File: config.mk
export PLATFORM = sky130hd
export DESIGN_NAME = dqvref_top
export DESIGN_NICKNAME = d
export VERILOG_FILES = /design/src/common/dqvref_pkg.sv /design/src/common/dqvref_store_if.sv /design/src/core/dqvref_store.sv /design/src/core/dqvref_top.sv
export VERILOG_INCLUDE_DIRS = /design/src /design/src/common
export SDC_FILE = /design/constraint.sdc
export NUM_CORES = 1
export LEC_CHECK = 0
export ABC_AREA = 1
export BUFFER_PORTS_ARGS = -buffer_cell sky130_fd_sc_hd__clkbuf_2
export CAP_MARGIN = 20
export CORE_MARGIN = 4
export CORE_UTILIZATION = 45
export DETAILED_ROUTE_END_ITERATION = 8
export GPL_TIMING_DRIVEN = 0
export PLACE_DENSITY = 0.76
export SETUP_SLACK_MARGIN = 0.4
export SKIP_CTS_REPAIR_TIMING = 1
export SLEW_MARGIN = 20
export SYNTH_ARGS = -nofsm -noshare
export SYNTH_HDL_FRONTEND = slang
export SYNTH_HIERARCHICAL = 1
export SYNTH_SLANG_ARGS = --single-unit
File: constraint.sdc
create_clock -name ref_clk -period 1.7 [get_ports ref_clk]
set_clock_uncertainty 0.15 [all_clocks]
set_input_delay 0.17 -clock ref_clk [delete_from_list [all_inputs] [get_ports ref_clk]]
set_output_delay 0.17 -clock ref_clk [all_outputs]
set_load 0.05 [all_outputs]
File: src/common/dqvref_map.svh
// Purpose: constants of the data-lane reference level mode register
// Assumes: included by bare name from package and design modules
// Notes: every offset, field position, reset value and limit lives here
`ifndef DQVREF_MAP_SVH
`define DQVREF_MAP_SVH

// ----------------------------------------------------------------------
// command addresses
// ----------------------------------------------------------------------
`define DQVREF_MA_W 6
`define DQVREF_OP_W 8
`define DQVREF_MA_LEVEL 6'h0e
`define DQVREF_MA_SPCTL 6'h0d

// ----------------------------------------------------------------------
// field positions
// ----------------------------------------------------------------------
`define DQVREF_LEVEL_MSB 5
`define DQVREF_LEVEL_LSB 0
`define DQVREF_RANGE_BIT 6
`define DQVREF_RSVD_BIT 7
`define DQVREF_ACCESS_BIT 6
`define DQVREF_OPERATE_BIT 7

// ----------------------------------------------------------------------
// reset values and limits
// ----------------------------------------------------------------------
`define DQVREF_LEVEL_RST 6'h0d
`define DQVREF_RANGE_RST 1'b1
`define DQVREF_RSVD_VAL 1'b0
`define DQVREF_ACCESS_RST 1'b0
`define DQVREF_OPERATE_RST 1'b0
`define DQVREF_LEVEL_MAX 6'h32

`endif

File: src/common/dqvref_pkg.sv
// Purpose: types of the data-lane reference level mode register
// Assumes: constants come from dqvref_map.svh
// Notes: one stored setting is range bit over level code
`include "dqvref_map.svh"
`default_nettype none

package dqvref_pkg;

  typedef logic [`DQVREF_LEVEL_MSB:`DQVREF_LEVEL_LSB] dqvref_level_t;

  typedef struct packed {
    logic range_sel;
    dqvref_level_t level;
  } dqvref_setting_t;

  typedef enum logic {
    DQVREF_SP0,
    DQVREF_SP1
  } dqvref_setpoint_t;

endpackage : dqvref_pkg

`default_nettype wire

File: src/common/dqvref_store_if.sv
// Purpose: link between command logic and the two set point copies
// Assumes: both ends run on ref_clk
// Notes: read and operating data are registered inside the store
`default_nettype none

interface dqvref_store_if;
  import dqvref_pkg::*;

  logic wr_en;
  dqvref_setpoint_t wr_sp;
  dqvref_setting_t wr_data;
  logic rd_en;
  dqvref_setpoint_t rd_sp;
  dqvref_setting_t rd_data;
  dqvref_setpoint_t op_sp;
  dqvref_setting_t op_data;

  modport ctrl (
    output wr_en, wr_sp, wr_data, rd_en, rd_sp, op_sp,
    input rd_data, op_data
  );

  modport store (
    input wr_en, wr_sp, wr_data, rd_en, rd_sp, op_sp,
    output rd_data, op_data
  );

endinterface : dqvref_store_if

`default_nettype wire

File: src/core/dqvref_store.sv
// Purpose: two physical copies of the reference setting, one per set point
// Assumes: one write per cycle, index from the access select
// Notes: read data and operating data come out of registers
`include "dqvref_map.svh"
`default_nettype none

module dqvref_store
  import dqvref_pkg::*;
(
  // clock and reset
  input wire logic ref_clk,
  input wire logic rst_n,
  // command side
  dqvref_store_if.store bus
);

  localparam dqvref_setting_t SETTING_RST = {`DQVREF_RANGE_RST,
                                             `DQVREF_LEVEL_RST};

  dqvref_setting_t copy [2];

  // ----------------------------------------------------------------------
  // storage
  // ----------------------------------------------------------------------
  always_ff @(posedge ref_clk) begin
    if (!rst_n) begin
      for (int i = 0; i < 2; i++) begin
        copy[i] <= SETTING_RST;
      end
    end else if (bus.wr_en) begin
      copy[bus.wr_sp] <= bus.wr_data;
    end
  end

  // ----------------------------------------------------------------------
  // read port
  // ----------------------------------------------------------------------
  always_ff @(posedge ref_clk) begin
    if (!rst_n) begin
      bus.rd_data <= SETTING_RST;
    end else if (bus.rd_en) begin
      bus.rd_data <= copy[bus.rd_sp];
    end
  end

  // ----------------------------------------------------------------------
  // operating copy
  // ----------------------------------------------------------------------
  always_ff @(posedge ref_clk) begin
    if (!rst_n) begin
      bus.op_data <= SETTING_RST;
    end else begin
      bus.op_data <= copy[bus.op_sp];
    end
  end

endmodule : dqvref_store

`default_nettype wire

File: src/core/dqvref_top.sv
// Purpose: data-lane reference level mode register with two set points
// Assumes: commands come from logic on ref_clk, one command per cycle
// Notes: read answer two edges after the command; operating level follows
//        the operate select, a change shows as a one-cycle update pulse
`include "dqvref_map.svh"
`default_nettype none

module dqvref_top
  import dqvref_pkg::*;
(
  // clock and reset
  input wire logic ref_clk,
  input wire logic rst_n,
  // mode register commands
  input wire logic mrw_valid,
  input wire logic mrr_valid,
  input wire logic [`DQVREF_MA_W-1:0] mr_addr,
  input wire logic [`DQVREF_OP_W-1:0] mr_op,
  // mode register read return
  output logic [`DQVREF_OP_W-1:0] mrr_data,
  output logic mrr_data_valid,
  // reference generator control
  output logic [`DQVREF_LEVEL_MSB:`DQVREF_LEVEL_LSB] vref_level,
  output logic vref_range,
  output logic vref_update,
  output logic [`DQVREF_LEVEL_MSB:`DQVREF_LEVEL_LSB] vref_step,
  output logic vref_range_changed,
  output logic vref_code_reserved,
  // set point status
  output logic access_setpoint,
  output logic active_setpoint
);

  // ----------------------------------------------------------------------
  // helpers
  // ----------------------------------------------------------------------
  // distance between two level codes, for settling time of the generator
  function automatic dqvref_level_t level_dist(
    input dqvref_level_t a,
    input dqvref_level_t b
  );
    dqvref_level_t d;
    d = '0;
    if (a >= b) begin
      d = dqvref_level_t'(a - b);
    end else begin
      d = dqvref_level_t'(b - a);
    end
    return d;
  endfunction : level_dist

  // ----------------------------------------------------------------------
  // declarations
  // ----------------------------------------------------------------------
  dqvref_store_if st ();

  dqvref_setpoint_t access_sel;
  dqvref_setpoint_t operate_sel;
  dqvref_setting_t cur_setting;
  dqvref_setting_t wr_setting;
  logic hit_level;
  logic hit_spctl;
  logic wr_level;
  logic wr_spctl;
  logic rd_level;
  logic rd_pend;
  logic op_changed;

  // ----------------------------------------------------------------------
  // set point copies
  // ----------------------------------------------------------------------
  dqvref_store u_store (
    .ref_clk(ref_clk),
    .rst_n(rst_n),
    .bus(st.store)
  );

  // ----------------------------------------------------------------------
  // command decode
  // ----------------------------------------------------------------------
  assign hit_level = (mr_addr == `DQVREF_MA_LEVEL);
  assign hit_spctl = (mr_addr == `DQVREF_MA_SPCTL);

  // a write wins if both strobes come together; the controller model does so on some level writes
  assign wr_level = mrw_valid && hit_level;
  assign wr_spctl = mrw_valid && hit_spctl;
  assign rd_level = mrr_valid && !mrw_valid && hit_level;

  // ----------------------------------------------------------------------
  // set point selects
  // ----------------------------------------------------------------------
  // only the two select bits of the control register are kept here
  always_ff @(posedge ref_clk) begin
    if (!rst_n) begin
      access_sel <= dqvref_setpoint_t'(`DQVREF_ACCESS_RST);
    end else if (wr_spctl) begin
      access_sel <= dqvref_setpoint_t'(mr_op[`DQVREF_ACCESS_BIT]);
    end
  end

  always_ff @(posedge ref_clk) begin
    if (!rst_n) begin
      operate_sel <= dqvref_setpoint_t'(`DQVREF_OPERATE_RST);
    end else if (wr_spctl) begin
      operate_sel <= dqvref_setpoint_t'(mr_op[`DQVREF_OPERATE_BIT]);
    end
  end

  // ----------------------------------------------------------------------
  // write path
  // ----------------------------------------------------------------------
  // range and level always land together; reserved bit is dropped
  assign wr_setting.range_sel = mr_op[`DQVREF_RANGE_BIT];
  assign wr_setting.level = mr_op[`DQVREF_LEVEL_MSB:`DQVREF_LEVEL_LSB];

  assign st.wr_en = wr_level;
  assign st.wr_sp = access_sel;
  assign st.wr_data = wr_setting;

  // ----------------------------------------------------------------------
  // read path
  // ----------------------------------------------------------------------
  assign st.rd_en = rd_level;
  assign st.rd_sp = access_sel;
  assign st.op_sp = operate_sel;

  always_ff @(posedge ref_clk) begin
    if (!rst_n) begin
      rd_pend <= 1'b0;
    end else begin
      rd_pend <= rd_level;
    end
  end

  always_ff @(posedge ref_clk) begin
    if (!rst_n) begin
      mrr_data_valid <= 1'b0;
    end else begin
      mrr_data_valid <= rd_pend;
    end
  end

  // lanes rest at zero outside a read answer
  always_ff @(posedge ref_clk) begin
    if (!rst_n) begin
      mrr_data <= '0;
    end else if (rd_pend) begin
      mrr_data <= {`DQVREF_RSVD_VAL, st.rd_data};
    end else begin
      mrr_data <= '0;
    end
  end

  // ----------------------------------------------------------------------
  // operating setting
  // ----------------------------------------------------------------------
  // only the active copy reaches the generator, the other is ignored
  assign cur_setting.range_sel = vref_range;
  assign cur_setting.level = vref_level;
  assign op_changed = (st.op_data != cur_setting);

  always_ff @(posedge ref_clk) begin
    if (!rst_n) begin
      vref_level <= `DQVREF_LEVEL_RST;
      vref_range <= `DQVREF_RANGE_RST;
    end else begin
      vref_level <= st.op_data.level;
      vref_range <= st.op_data.range_sel;
    end
  end

  // ----------------------------------------------------------------------
  // change report for the generator
  // ----------------------------------------------------------------------
  always_ff @(posedge ref_clk) begin
    if (!rst_n) begin
      vref_update <= 1'b0;
    end else begin
      vref_update <= op_changed;
    end
  end

  // settling depends on how far the level moves
  always_ff @(posedge ref_clk) begin
    if (!rst_n) begin
      vref_step <= '0;
    end else if (op_changed) begin
      vref_step <= level_dist(st.op_data.level, vref_level);
    end else begin
      vref_step <= '0;
    end
  end

  always_ff @(posedge ref_clk) begin
    if (!rst_n) begin
      vref_range_changed <= 1'b0;
    end else begin
      vref_range_changed <= (st.op_data.range_sel != vref_range);
    end
  end

  // ----------------------------------------------------------------------
  // reserved code flag
  // ----------------------------------------------------------------------
  // codes above the last step have no defined level
  always_ff @(posedge ref_clk) begin
    if (!rst_n) begin
      vref_code_reserved <= 1'b0;
    end else begin
      vref_code_reserved <= (st.op_data.level > `DQVREF_LEVEL_MAX);
    end
  end

  // ----------------------------------------------------------------------
  // set point status
  // ----------------------------------------------------------------------
  always_ff @(posedge ref_clk) begin
    if (!rst_n) begin
      access_setpoint <= `DQVREF_ACCESS_RST;
      active_setpoint <= `DQVREF_OPERATE_RST;
    end else begin
      access_setpoint <= access_sel;
      active_setpoint <= operate_sel;
    end
  end

endmodule : dqvref_top

`default_nettype wire

==> results.py <==
metrics = {
    "clock_tree": {
        "numCtsBuffers": 9,
        "cts_max_level": 3,
        "cts_num_sinks": 57,
        "root_buffer": "clkbuf_8",
        "clock_latency_ns": 0.33,
        "clock_path_buffers": 2,
        "cts_tree": "built",
        "path_clk_slew_ns": 0.07,
    },
    "drt": {
        "firstDrtPassIters": 4,
        "routedWlPerCell_um": 12.0,
        "ant_nets": 0,
        "dr_total_vias": 2131,
        "initialDrtViolationCount": 90,
        "via_per_inst": 4.66,
        "routed_wl_um": 5480,
        "drc": 0,
    },
    "global_route": {
        "antenna_found_initial": 0,
        "grt_pass1_wl_um": 8930,
        "grt_max_degree": 12,
        "grt_remaining_overflow": 0,
        "grt_pass1_vias": 2040,
        "grt_usage_pct": 16.2,
    },
    "placement": {
        "numPortBuffers": 43,
        "post_dp_cell_area_um2": 3030,
        "gp_congestion": 0.922,
        "dp_hpwl_um": 3990,
        "pre_cts_ws_ns": -0.150,
    },
    "timing": {
        "fin_crit_sh_pct": 105,
        "fmax_mhz": 558,
        "final-max-slew-violation-count": 0,
        "finalHoldViolCount": 3,
        "fin_tns_setup_ns": -0.376,
        "setup_slack_ns": -0.0906,
        "hold_slack_ns": -0.0340,
        "rsz0062_at_grt": "true",
        "setup_violations": 5,
        "period_needed_ns": 1.79,
    },
    "worst_setup_path": {
        "r2r_setup_slack_ns": -0.09,
        "path_cells": "inv_2 > ha_4 > fa_2 > inv_2 > nand2_4 > nand2_4 > nand2_4 > xnor2_2 > o21ai_2 > nor2_1",
        "start_kind": "flip-flop",
        "crit_path_end_kind": "flip-flop",
        "cp.depth": 10,
        "worst_r2r_path_depth": 10,
        "max_stage_delay_ns": 0.39,
        "cp_slowest_cell": "fa_2",
        "r2r_start": "u_store/bus.op_data[0]",
        "cp_top_family": "adder cells",
        "worstReg2RegEnd": "vref_step[4]",
        "cp_max_fo": 3,
        "cp.buffers_inverters": 2,
        "cp_data_required_time_ns": 1.78,
        "cp_data_arrival_time_ns": 1.87,
        "path_class": "flip-flop to flip-flop",
        "critPathMostFrequentCell": "nand2_4",
    },
    "floorplanning": {
        "die_y_um": 83.4,
        "die_area_um2": 6950,
        "start_util_pct": 46.4,
        "die_x_um": 83.4,
        "fp-row-count": 27,
        "core_area_um2": 5510,
        "io_pins": 45,
    },
    "pwr": {
        "p_total_mw": 3.14,
        "pwr-share-comb_pct": 14.0,
        "ir_drop_v": 0.000607,
        "p_int_mw": 2.32,
        "power_density_nw_per_um2": 894,
        "power.switching_mw": 0.814,
        "p_clk_share_pct": 40.3,
        "switching_share_pct": 26.0,
        "leakagePower_nw": 1.70,
        "seqPwrFrac_pct": 45.7,
    },
    "outcome": {
        "violations": "hold timing, setup timing",
        "status": "complete, but fails checks",
    },
    "logic_synthesis": {
        "synthArstFlopShare_pct": 0,
        "synth_seq_cells": 57,
        "synth.distinct_cells": 31,
        "synth-main-ff-cell": "dfxtp_1",
        "yosysSeqAreaShare_pct": 50.1,
        "syn_nets": 344,
        "synth.area.mux_share_pct": 0,
        "synth_compound_area_share_pct": 6.95,
        "synth_top_family_by_area": "simple AND/OR/NAND/NOR gates",
        "syn-cell-area_um2": 2560,
        "synth-adder-area-share_pct": 6.95,
        "synth_cells": 313,
        "synth_edf_count": 14,
        "synthSimpleGateAreaFrac_pct": 21.6,
        "syn_area_per_cell_um2": 8.17,
        "yosysWarnings": 6,
        "synthXorXnorAreaFrac_pct": 2.40,
    },
    "min_path": {
        "hold_path_class": "input pin to flip-flop",
        "hold_path.startpoint": "mr_op[6]",
        "min_path_cells": 3,
        "min_to": "access_sel",
    },
    "final_layout": {
        "final_common_cell": "nand2_1",
        "nets": 411,
        "fin_area_um2": 3510,
        "mostFrequentLayoutCells": "53 x nand2_1, 52 x inv_1, 38 x nor2_1",
        "syn2layout_area_growth_pct": 37.1,
        "drive_above_1_share_pct": 35.6,
        "diodes": 0,
    },
    "job": {
        "max_cap_violations": 0,
    },
}
## sequential cells by signal, indices dropped and copies added (netlist names)
| name | cells |
|---|---|
| active_setpoint | 1 |
| vref_step | 6 |
| u_store/copy | 14 |
| access_setpoint | 1 |
| u_store/bus.rd_data | 7 |
| vref_level | 6 |
| u_store/bus.op_data | 7 |
| mrr_data_valid | 1 |
| vref_range_changed | 1 |
| vref_update | 1 |
| operate_sel | 1 |
| mrr_data | 7 |
| rd_pend | 1 |
| vref_code_reserved | 1 |
| vref_range | 1 |
| access_sel | 1 |
## cell families after synthesis
| family | count (synthesis) |
|---|---|
| AO/OA/AOI/OAI | 32 |
| XOR/XNOR | 7 |
| adder cells (fa/ha/maj) | 13 |
| buffers and inverters | 73 |
| flip-flops | 57 |
| other | 1 |
| AND/OR/NAND/NOR | 130 |
## how the worst max path moves through the flow
stage                     slack (ns)                    from            to
after floorplan                 0.03           vref_level[0]  vref_step[4]
after global placement         -0.09  u_store/bus.op_data[0]  vref_step[5]
after detailed placement       -0.15  u_store/bus.op_data[0]  vref_step[4]
after CTS                      -0.17  u_store/bus.op_data[0]  vref_step[4]
after global routing           -0.20  u_store/bus.op_data[0]  vref_step[4]
final                          -0.09  u_store/bus.op_data[0]  vref_step[4]
## routing by layer
layer | vias up | part of all wire [%] | GRT usage [%]
li1 | 1088 | - | -
met1 | 967 | 40 | 17.8
met2 | 61 | 52 | 27.3
met3 | 15 | 5.4 | 5.06
met4 | 0 | 3.1 | 9.36
met5 | - | 0 | 0
## cell usage after synthesis (2+ instances only)
cell / n / area share, %
xor2_1: 3 / 1.0
nand2_2: 2 / 0.49
buf_2: 3 / 0.59
nand3_2: 3 / 1.2
nand4_1: 2 / 0.49
o21ai_0: 9 / 1.8
xnor2_1: 4 / 1.4
inv_2: 5 / 0.73
edfxtp_1: 14 / 16
nand2_1: 61 / 9.0
buf_6: 3 / 1.3
nand3_1: 14 / 2.7
inv_1: 60 / 8.8
a21oi_1: 14 / 2.7
ha_1: 11 / 5.4
dfxtp_1: 43 / 34
o21ai_1: 5 / 0.98
nor3_1: 2 / 0.39
nor2_1: 42 / 6.2
fa_1: 2 / 1.6
## power by group through the flow
stage | Combinational (mW) | Clock, mW | Sequential (mW)
2_1_floorplan | 0.210 | 0 | 1.54
3_3_place_gp | 0.366 | 0 | 1.46
3_5_place_dp | 0.374 | 0 | 1.46
4_1_cts | 0.376 | 1.29 | 1.43
5_1_grt | 0.479 | 1.37 | 1.44
6_report | 0.438 | 1.26 | 1.43
## stage by stage
stage | cells | util (%)
2_1_floorplan | 313 | -
3_3_place_gp | 428 | 55.1
3_5_place_dp | 428 | 55.1
4_1_cts | 444 | 58.8
5_1_grt | 457 | 63.7
6_report | 457 | 63.7
## tightest hold or removal path: stages
cell      delay [ns]
clkbuf_2        0.09
o21ai_0         0.08
nor2_1          0.07
## cell type report
type	count	area, um2
Sequential cell	57	1310
Clock inverter	1	5.00
Clock buffer	15	199
Inverter	65	258
Tap cell	72	90.1
Buffer	8	73.8
Fill cell	445	2000
Multi-Input combinational cell	183	1220
Timing Repair Buffer	56	352
(Power assumes the default switching activity.)
